### src/inc/spcf_map.vh
// Purpose: Register map, field positions, reset values and counts of the SPI format and select block.
// Assumes: APB with 32-bit data; each register sits at byte address four times its index.
// Notes: Definitions only.
`ifndef SPCF_MAP_VH
`define SPCF_MAP_VH

// Register indices; byte address is index times four.
`define SPCF_IDX_CTRL 10'h0F3
`define SPCF_IDX_STAT 10'h0F4
`define SPCF_IDX_DATA 10'h0F5
`define SPCF_IDX_IMSK 10'h0F6
`define SPCF_IDX_ISTS 10'h0F7

// Control register fields.
`define SPCF_C_SELECT_OUTPUT_ENABLE 7
`define SPCF_C_EN 6
`define SPCF_C_LSBF 5
`define SPCF_C_MASTER_SELECT 4
`define SPCF_C_CLOCK_IDLE_LEVEL 3
`define SPCF_C_SAMPLE_EDGE_SELECT 2
`define SPCF_CTRL_RST 8'h00

// Status register fields.
`define SPCF_S_DONE 7
`define SPCF_S_WRITE_COLLISION_FLAG 6
`define SPCF_S_OVF 5
`define SPCF_S_MASTER_FAULT_FLAG 4
`define SPCF_S_DISF 3
`define SPCF_STAT_RST 8'h00

// Interrupt status and mask bits.
`define SPCF_I_DONE 3
`define SPCF_I_WRITE_COLLISION_FLAG 2
`define SPCF_I_OVF 1
`define SPCF_I_MASTER_FAULT_FLAG 0
`define SPCF_IMSK_RST 4'h0

// Half periods of the shift clock per rate code, as terminal counts one below the number of system clocks.
`define SPCF_HALF_DIV16 6'h07
`define SPCF_HALF_DIV32 6'h0F
`define SPCF_HALF_DIV64 6'h1F
`define SPCF_HALF_DIV128 6'h3F

// Shift clock edges per byte.
`define SPCF_EDGES 5'h10
`endif

### src/rtl/spcf_rate_div.v
// Purpose: Shift clock divider giving one enable pulse per half period of the master shift clock.
// Assumes: Single system clock; run low holds the counter cleared.
// Notes: The pulse is registered so the first edge lands a full half period after start.
`timescale 1ns/1ps
`default_nettype none
`include "spcf_map.vh"

module spcf_rate_div (
    input wire pclk,
    input wire presetn,
    input wire run,
    input wire [1:0] rate,
    output reg tick_q
);
    reg [5:0] cnt_q;
    reg [5:0] top;

    // Terminal count per divider code: 16, 32, 64 or 128 system clocks per bit.
    always @* begin
        case (rate)
            2'b00: top = `SPCF_HALF_DIV16;
            2'b01: top = `SPCF_HALF_DIV32;
            2'b10: top = `SPCF_HALF_DIV64;
            default: top = `SPCF_HALF_DIV128;
        endcase
    end

    // Free count while running; a stopped divider restarts from zero so bit timing is exact.
    always @(posedge pclk or negedge presetn) begin
        if (!presetn) begin
            cnt_q <= 6'h00;
            tick_q <= 1'b0;
        end else if (!run) begin
            cnt_q <= 6'h00;
            tick_q <= 1'b0;
        end else if (cnt_q == top) begin
            cnt_q <= 6'h00;
            tick_q <= 1'b1;
        end else begin
            cnt_q <= cnt_q + 6'h01;
            tick_q <= 1'b0;
        end
    end
endmodule
`default_nettype wire

### src/rtl/spcf_core.v
// Purpose: SPI unit with clock format, rate divider, select pin handling and status flags.
// Assumes: All pin inputs are synchronous to pclk; APB slave with zero wait states.
// Notes: Each two-way pin is split into input, output and active-low output enable.
// Summary of operation
// - Idle serial clock level follows the clock idle level bit.
// - Phase bit 0 samples on first clock edge, 1 on second.
// - Rate code 00/01/10/11 divides system clock by 16/32/64/128.
// - Master with fault detect enabled watches select pin for mode fault.
// - Slave uses select pin as active-low select held low whole access.
// - Master with fault detect off: select output enable drives select low per byte.
// - Transfer done flag set by hardware when a byte transfer finishes.
// - While done flag set, data writes are ignored and no transfer starts.
// - Status register resets to all zeros.
//
// Decided for this implementation: the APB interface to the registers.
`timescale 1ns/1ps
`default_nettype none
`include "spcf_map.vh"

module spcf_core (
    input wire pclk,
    input wire presetn,
    input wire psel,
    input wire penable,
    input wire pwrite,
    input wire [11:0] paddr,
    input wire [31:0] pwdata,
    output reg [31:0] prdata_q,
    output reg pready_q,
    output reg pslverr_q,
    output reg irq_q,
    input wire sclk_in,
    output reg sclk_out_q,
    output reg sclk_oe_n_q,
    input wire mosi_in,
    output reg mosi_out_q,
    output reg mosi_oe_n_q,
    input wire miso_in,
    output reg miso_out_q,
    output reg miso_oe_n_q,
    input wire ss_n_in,
    output reg ss_n_out_q,
    output reg ss_oe_n_q
);
    localparam [2:0] ST_IDLE = 3'b001;
    localparam [2:0] ST_RUN = 3'b010;
    localparam [2:0] ST_FIN = 3'b100;

    // Shift one bit in at the end that leaves last, in the chosen bit order.
    function [7:0] spcf_shift;
        input [7:0] v;
        input lsb_first;
        input b;
        begin
            if (lsb_first) begin
                spcf_shift = {b, v[7:1]};
            end else begin
                spcf_shift = {v[6:0], b};
            end
        end
    endfunction

    reg [7:0] ctrl_q;
    reg done_q, write_collision_flag_q, ovf_q, master_fault_flag_q, disf_q;
    reg [3:0] imsk_q, ists_q;
    reg [2:0] st_q, st_d;
    reg [7:0] tx_q, tx_d, rx_q, rx_d, rbuf_q;
    reg [4:0] ecnt_q, ecnt_d;
    reg msclk_q;
    reg sclk_prev_q;
    reg [3:0] rd_clr_q;
    wire tick;

    wire en = ctrl_q[`SPCF_C_EN];
    wire master_select = ctrl_q[`SPCF_C_MASTER_SELECT];
    wire clock_idle_level = ctrl_q[`SPCF_C_CLOCK_IDLE_LEVEL];
    wire sample_edge_select = ctrl_q[`SPCF_C_SAMPLE_EDGE_SELECT];
    wire lsbf = ctrl_q[`SPCF_C_LSBF];
    wire [9:0] idx = paddr[11:2];
    wire acc = psel & penable & pready_q;
    wire wr = acc & pwrite;
    wire rd = acc & ~pwrite;
    wire wr_ctrl = wr & (idx == `SPCF_IDX_CTRL);
    wire wr_stat = wr & (idx == `SPCF_IDX_STAT);
    wire wr_data = wr & (idx == `SPCF_IDX_DATA);
    wire wr_imsk = wr & (idx == `SPCF_IDX_IMSK);
    wire rd_ists = rd & (idx == `SPCF_IDX_ISTS);
    wire mapped = (idx == `SPCF_IDX_CTRL) | (idx == `SPCF_IDX_STAT) | (idx == `SPCF_IDX_DATA) |
                  (idx == `SPCF_IDX_IMSK) | (idx == `SPCF_IDX_ISTS);

    // Fault when another master pulls select low while we are master with detection on.
    wire fault = en & master_select & ~disf_q & ~ss_n_in;
    // Slave is addressed only while the external master holds select low.
    wire slv_sel = en & ~master_select & ~ss_n_in;
    wire running = st_q[1];

    // Master edges come from the divider; slave edges from the pin, divider unused.
    wire m_edge = running & master_select & tick;
    wire s_edge = running & ~master_select & slv_sel & (sclk_in != sclk_prev_q);
    wire edge_ev = m_edge | s_edge;
    // Leading edge moves the clock away from its idle level.
    wire lead = master_select ? (msclk_q == clock_idle_level) : (sclk_in != clock_idle_level);
    // Phase 0 samples leading edges, phase 1 trailing edges.
    wire smp_ev = edge_ev & (lead ^ sample_edge_select);
    // With phase 1 the first leading edge only presents the first bit.
    wire shf_ev = edge_ev & ~(lead ^ sample_edge_select) & ~(sample_edge_select & (ecnt_q == 5'h00));
    wire in_bit = master_select ? miso_in : mosi_in;
    wire last_edge = edge_ev & (ecnt_q == `SPCF_EDGES - 5'h01);

    // Writes are dropped while done is set; collision when writing into a live transfer.
    wire start_m = wr_data & ~done_q & en & master_select & st_q[0] & ~fault;
    wire ev_write_collision_flag = wr_data & ~done_q & ~st_q[0];
    wire ev_fin = st_q[2];
    wire ev_ovf = ev_fin & done_q;

    spcf_rate_div u_div (
        .pclk(pclk),
        .presetn(presetn),
        .run(running & master_select),
        .rate(ctrl_q[1:0]),
        .tick_q(tick)
    );

    // Transfer sequencing, shift data and edge count.
    always @* begin
        st_d = st_q;
        tx_d = tx_q;
        rx_d = rx_q;
        ecnt_d = ecnt_q;
        case (st_q)
            ST_IDLE: begin
                ecnt_d = 5'h00;
                if (wr_data & ~done_q) begin
                    tx_d = pwdata[7:0];
                end
                if (start_m) begin
                    st_d = ST_RUN;
                end else if (slv_sel & ~done_q) begin
                    st_d = ST_RUN;
                end
            end
            ST_RUN: begin
                if (smp_ev) begin
                    rx_d = spcf_shift(rx_q, lsbf, in_bit);
                end
                if (shf_ev) begin
                    tx_d = spcf_shift(tx_q, lsbf, 1'b0);
                end
                if (edge_ev) begin
                    ecnt_d = ecnt_q + 5'h01;
                end
                if (fault | ~en | (~master_select & ~slv_sel)) begin
                    st_d = ST_IDLE;
                end else if (last_edge) begin
                    st_d = ST_FIN;
                end
            end
            ST_FIN: begin
                st_d = ST_IDLE;
            end
            default: begin
                st_d = ST_IDLE;
            end
        endcase
    end

    // Sequencer registers and the slave clock history used for edge detection.
    always @(posedge pclk or negedge presetn) begin
        if (!presetn) begin
            st_q <= ST_IDLE;
            tx_q <= 8'h00;
            rx_q <= 8'h00;
            ecnt_q <= 5'h00;
            sclk_prev_q <= 1'b0;
            rbuf_q <= 8'h00;
        end else begin
            st_q <= st_d;
            tx_q <= tx_d;
            rx_q <= rx_d;
            ecnt_q <= ecnt_d;
            sclk_prev_q <= sclk_in;
            // Receive buffer keeps the older byte if software has not taken it yet.
            if (ev_fin & ~done_q) begin
                rbuf_q <= rx_q;
            end
        end
    end

    // Master clock toggles on every divider pulse except in a mode fault cycle, and rests at the idle level.
    always @(posedge pclk or negedge presetn) begin
        if (!presetn) begin
            msclk_q <= 1'b0;
        end else if (m_edge & ~fault) begin
            msclk_q <= ~msclk_q;
        end else if (~running) begin
            msclk_q <= clock_idle_level;
        end
    end

    // Control register; mode fault drops master mode and wins over a same-cycle write.
    always @(posedge pclk or negedge presetn) begin
        if (!presetn) begin
            ctrl_q <= `SPCF_CTRL_RST;
        end else begin
            if (wr_ctrl) begin
                ctrl_q <= pwdata[7:0];
            end
            if (fault) begin
                ctrl_q[`SPCF_C_MASTER_SELECT] <= 1'b0;
            end
        end
    end

    // Status flags: hardware set wins over a software write of zero.
    always @(posedge pclk or negedge presetn) begin
        if (!presetn) begin
            done_q <= 1'b0;
            write_collision_flag_q <= 1'b0;
            ovf_q <= 1'b0;
            master_fault_flag_q <= 1'b0;
            disf_q <= 1'b0;
        end else begin
            if (wr_stat) begin
                done_q <= done_q & pwdata[`SPCF_S_DONE];
                write_collision_flag_q <= write_collision_flag_q & pwdata[`SPCF_S_WRITE_COLLISION_FLAG];
                ovf_q <= ovf_q & pwdata[`SPCF_S_OVF];
                master_fault_flag_q <= master_fault_flag_q & pwdata[`SPCF_S_MASTER_FAULT_FLAG];
                disf_q <= pwdata[`SPCF_S_DISF];
            end
            if (ev_fin) begin
                done_q <= 1'b1;
            end
            if (ev_write_collision_flag) begin
                write_collision_flag_q <= 1'b1;
            end
            if (ev_ovf) begin
                ovf_q <= 1'b1;
            end
            if (fault) begin
                master_fault_flag_q <= 1'b1;
            end
        end
    end

    // Sticky interrupt status; a read clears only the bits it returned, so new events survive.
    always @(posedge pclk or negedge presetn) begin
        if (!presetn) begin
            ists_q <= 4'h0;
            imsk_q <= `SPCF_IMSK_RST;
            irq_q <= 1'b0;
        end else begin
            if (wr_imsk) begin
                imsk_q <= pwdata[3:0];
            end
            ists_q <= (ists_q & ~(rd_ists ? rd_clr_q : 4'h0)) |
                      {ev_fin, ev_write_collision_flag, ev_ovf, fault};
            irq_q <= |(ists_q & imsk_q);
        end
    end

    // APB slave: read data captured in setup, answer in the first access cycle.
    always @(posedge pclk or negedge presetn) begin
        if (!presetn) begin
            pready_q <= 1'b0;
            pslverr_q <= 1'b0;
            prdata_q <= 32'h00000000;
            rd_clr_q <= 4'h0;
        end else begin
            pready_q <= psel & ~penable;
            pslverr_q <= psel & ~penable & ~mapped;
            if (psel & ~penable) begin
                rd_clr_q <= ists_q;
                case (idx)
                    `SPCF_IDX_CTRL: prdata_q <= {24'h000000, ctrl_q};
                    `SPCF_IDX_STAT: prdata_q <= {24'h000000, done_q, write_collision_flag_q, ovf_q, master_fault_flag_q, disf_q, 3'b000};
                    `SPCF_IDX_DATA: prdata_q <= {24'h000000, rbuf_q};
                    `SPCF_IDX_IMSK: prdata_q <= {28'h0000000, imsk_q};
                    `SPCF_IDX_ISTS: prdata_q <= {28'h0000000, ists_q};
                    default: prdata_q <= 32'h00000000;
                endcase
            end
        end
    end

    // Pin drivers; enables are active low and released whenever the unit is off.
    always @(posedge pclk or negedge presetn) begin
        if (!presetn) begin
            sclk_out_q <= 1'b0;
            sclk_oe_n_q <= 1'b1;
            mosi_out_q <= 1'b0;
            mosi_oe_n_q <= 1'b1;
            miso_out_q <= 1'b0;
            miso_oe_n_q <= 1'b1;
            ss_n_out_q <= 1'b1;
            ss_oe_n_q <= 1'b1;
        end else begin
            sclk_out_q <= (running & master_select) ? msclk_q : clock_idle_level;
            sclk_oe_n_q <= ~(en & master_select);
            mosi_out_q <= lsbf ? tx_d[0] : tx_d[7];
            mosi_oe_n_q <= ~(en & master_select);
            miso_out_q <= lsbf ? tx_d[0] : tx_d[7];
            miso_oe_n_q <= ~slv_sel;
            // Automatic select: low for each byte, high while idle.
            // Held low through the finish cycle so select never moves with the last clock edge.
            ss_n_out_q <= ~((running | st_q[2]) & master_select);
            ss_oe_n_q <= ~(en & master_select & disf_q & ctrl_q[`SPCF_C_SELECT_OUTPUT_ENABLE]);
        end
    end
endmodule
`default_nettype wire

### config.mk
export PLATFORM = sky130hd
export DESIGN_NAME = spcf_core
export DESIGN_NICKNAME = d
export VERILOG_FILES = /design/src/rtl/spcf_rate_div.v /design/src/rtl/spcf_core.v
export VERILOG_INCLUDE_DIRS = /design/src /design/src/inc
export SDC_FILE = /design/constraint.sdc
export NUM_CORES = 1
export LEC_CHECK = 0
export BUFFER_PORTS_ARGS = -buffer_cell sky130_fd_sc_hd__buf_2
export CORE_UTILIZATION = 51
export CTS_BUF_LIST = sky130_fd_sc_hd__clkbuf_4 sky130_fd_sc_hd__clkbuf_8
export CTS_CLUSTER_SIZE = 40
export DETAILED_ROUTE_END_ITERATION = 8
export HOLD_SLACK_MARGIN = 0.06
export PLACE_DENSITY = 0.89
export SKIP_LAST_GASP = 1
export SLEW_MARGIN = 15
export SYNTH_ARGS = -nofsm -noshare
export SYNTH_HDL_FRONTEND = slang
export SYNTH_HIERARCHICAL = 1
export SYNTH_SLANG_ARGS = --single-unit
### constraint.sdc
create_clock -name pclk -period 1.8 [get_ports pclk]
set_input_delay 0.36 -clock pclk [delete_from_list [all_inputs] [get_ports pclk]]
set_output_delay 0.36 -clock pclk [all_outputs]
set_load 0.03 [all_outputs]
==> impl_results.md <==
* Outcome: completed
* FILL cells at 655
* Worst path slowest cell: dfrtp_2
* Area of the multi-input gates at about 2100 um2
* R2R setup slack at between 3 and 4 ps
* Max Slew Vio Count at 0
* TritonCTS Buffers at 9
* All-Layer GR Usage at 0.240
* Critical path required time at 2030 ps
* Largest family of logic cells by synthesized area: simple AND/OR/NAND/NOR gates
* Antenna violations before repair at 0
* Met1 wire length at roughly 4200 um
* Total Power at 3660 uW
* Die Area at approximately 8800 um2
* Nets at 547
* Post-DRT Antenna Nets at 0
* CP Max Fanout at 6
* Dpl ws at -85.8 ps
* Setup-failing EPs final at 0
* Core footprint at just over 8000 um2
* Largest net degree at the start of global routing at 31
* IO Port Bufs at 45
* Top FF cell, synth: dfrtp_1
* Worst r2r src: ctrl_q[4]
* Reg2reg end: miso_out_q
* Layout Skew at 8.96 ps
* Mapped Cells at around 420
* Met3 WL post-DR at 526 um
* CTS tree: built
* Post-synth EDFFs at 0
* CTS root buf: clkbuf_8
* Worst setup EP type: flip-flop
* Initial core utilization at 0.525
* RSZ-0062 raised after global routing: true
* H-tree depth at 3
* Initial DRT Pass Iterations at 6
* Period utilization at 0.998
* Ys Warns at 6
* First-pass GRT wire length at 16,000 um
* Crit Path Class: reg2reg
* Die height at 94.0 um
* Layout cells sized above 1 at 0.301
* Total clock sinks at 83
* Netlist cell types at between 50 and 60
* Leakage at approximately 0.0025 uW
* Area growth syn-to-layout at 16.4%
* WL met2 at approximately 5000 um
* Worst-margin pin slew at ~540 ps
* Share of flip-flops with an asynchronous set or reset at 1.00
* Pwr per Cell Area at between 700 and 800 nW/um2
* Avg Cell Area, Syn at 10.3 um2
* Register area at 2080 um2
* Avg WL per Cell at around 17 um
* Total grt overflow at 0
* Post-synthesis instance area at roughly 4300 um2
* Compound-gate portion of the synthesized area at 0.124
* Tmin final at 1800 ps
* Post-Synth XOR/XNOR Area at 0.0220
* Final WL at ~10,000 um
* Die Wd at 94.0 um
* 1st-iter DRT viols at ~210
* Vias per cell at 5.61
* Seq cells post-synth at 83
* Crit-path max cell delay at 470 ps
* # diodes at 0
* CP Launch Type: flip-flop
* Worst-path cell chain: and3_2 > a31oi_4 > nor2_4 > and3_4 > a221oi_2 > a22oi_1
* Max IR drop VDD at between 0.0004 and 0.0005 V
* R2R cell count at 6
* Ports at between 90 and 100
* # DRC at 0
* Worst Hold End: sclk_prev_q
* Fraction of synthesized area in multiplexers at 0.0841
* Adder-Cell Fraction of Synth Area at 0.0116
* CP Data Arrival Time at roughly 2000 ps
* Dpl hpwl at ~7300 um
* Top sig layer: met4
* # rows at 33
* Sequential-to-total area share from yosys stat at 0.483
* PnR worst setup slack at around 3.6 ps
* Hold Path Origin: sclk_in
* Count of final hold-check violations at 0
* Vias in the first global route at approximately 3,300
* Clk pin slew, worst setup/hold paths at around 80 ps
* HP Class: in2reg
* Simple-Gate Fraction of Synth Area at 0.205
* Vias at ~3,400
* Max Cap Violations at 0
* Max Root-Sink Buffers at 2
* Achievable Freq at ~0.56 GHz
* Worst-Skew Late Latency at approximately 360 ps
* Slew HR at 0.637
* Routability Congestion at ~0.87
* Hold Path Stages at 1
-- where the power goes --
group	internal, uW	switching (uW)	total (uW)
logic	65.4	187	252
registers	1880	7.55	1880
clock network	870	658	1530
-- cells in the mapped netlist, types with 4 or more instances --
cell      count  area share
o21ai_0      21       0.024
buf_2         4      0.0046
dfrtp_1      78        0.45
buf_4        27       0.047
nand4_1       4      0.0058
xor2_1        6       0.012
mux2_2       18       0.047
a211oi_1      4      0.0070
nor2_1       28       0.024
mux2i_1      16       0.037
a22oi_1      10       0.017
nand2_1      80       0.070
a221o_2       6       0.016
clkbuf_1      4      0.0035
a22o_1        6       0.012
dfstp_2       5       0.030
inv_1         7      0.0061
nand3_1      10       0.012
and2_1        4      0.0058
ha_1          4       0.012
a21oi_1      11       0.013
nand2b_1      5      0.0073
nor2b_1       5      0.0073
-- layout make-up --
cell class | instances | share of cell area
clock buffers | 12 | 0.0316
well taps | 105 | 0.0262
inverters | 7 | 0.00523
clock inverters | 4 | 0.0144
multi-input cells | 312 | 0.409
flip-flops and latches | 83 | 0.415
repair buffers | 77 | 0.0987
-- cells by family after synthesis --
group | count (synthesis)
compound gates | 71
xor+xnor | 10
fa+ha+maj | 4
buf+inv | 47
flops | 83
mux | 34
other cells | 1
simple gates | 168
-- per-layer routing --
layer / vias to the layer above / global-route usage
met2: 125 / 0.408
met3: 21 / 0.0518
met1: 1672 / 0.306
met5: - / 0
li1: 1546 / -
met4: 0 / 0.0756
-- layout by cell type (no fill, tap or decap), types with 7 or more instances in the layout --
cell      synthesis  routed
inv_1             7       7
nand3_1          10      10
mux2i_1          16      16
nand2_1          80      80
a22oi_1          10      10
conb_1            1      24
o21ai_0          21      21
buf_4            27      30
a21oi_1          11      11
buf_2             4      44
clkbuf_8          0      11
mux2_2           18      18
dfrtp_1          78      77
nor2_1           28      27
-- stage by stage --
step	hold WS [ps]	area, um2	instances	TNS (ps)	util
2_1_floorplan	64.4	4400	441	0	-
6_report	164	5020	600	0	0.611
3_3_place_gp	290	4730	580	-413	0.576
4_1_cts	154	5000	598	0	0.608
3_5_place_dp	297	4730	580	-876	0.576
5_1_grt	158	5020	600	-197	0.611
-- registers in the layout, summed over array words and instances (netlist names), 3 cells and up --
register     cells
ctrl_q           8
prdata_q         8
rbuf_q           8
rx_q             8
tx_q             8
u_div/cnt_q      6
ecnt_q           5
imsk_q           4
ists_q           4
rd_clr_q         4
st_q             3
-- timing repair --
item                                    4_1_cts  5_1_grt
gates resized for setup                       2        2
gates cloned                                  1        0
pin swaps                                     1        3
endpoints found under the hold margin        20        0
hold buffers                                  1        0
buffers inserted                              0        2
endpoints found under the setup margin        7       17
-- how the worst max path moves through the flow --
stage | start | end | slack, ps | cells after the start
3_3_place_gp | paddr[10] | ctrl_q[6] | -60 | 7
2_1_floorplan | paddr[10] | ctrl_q[0] | 60 | 5
3_5_place_dp | paddr[10] | ctrl_q[3] | -90 | 7
5_1_grt | ctrl_q[4] | miso_out_q | -40 | 6
6_report | ctrl_q[4] | miso_out_q | 4 | 6
4_1_cts | ctrl_q[4] | miso_out_q | 7 | 6
-- critical path, delay by kind of cell (launching register included) --
family             cells  cell delay [ps]
AOI/OAI and AO/OA      3              660
and+or+nand+nor        3              520
DFF                    1              470
Power figures use the tool's default switching activity.
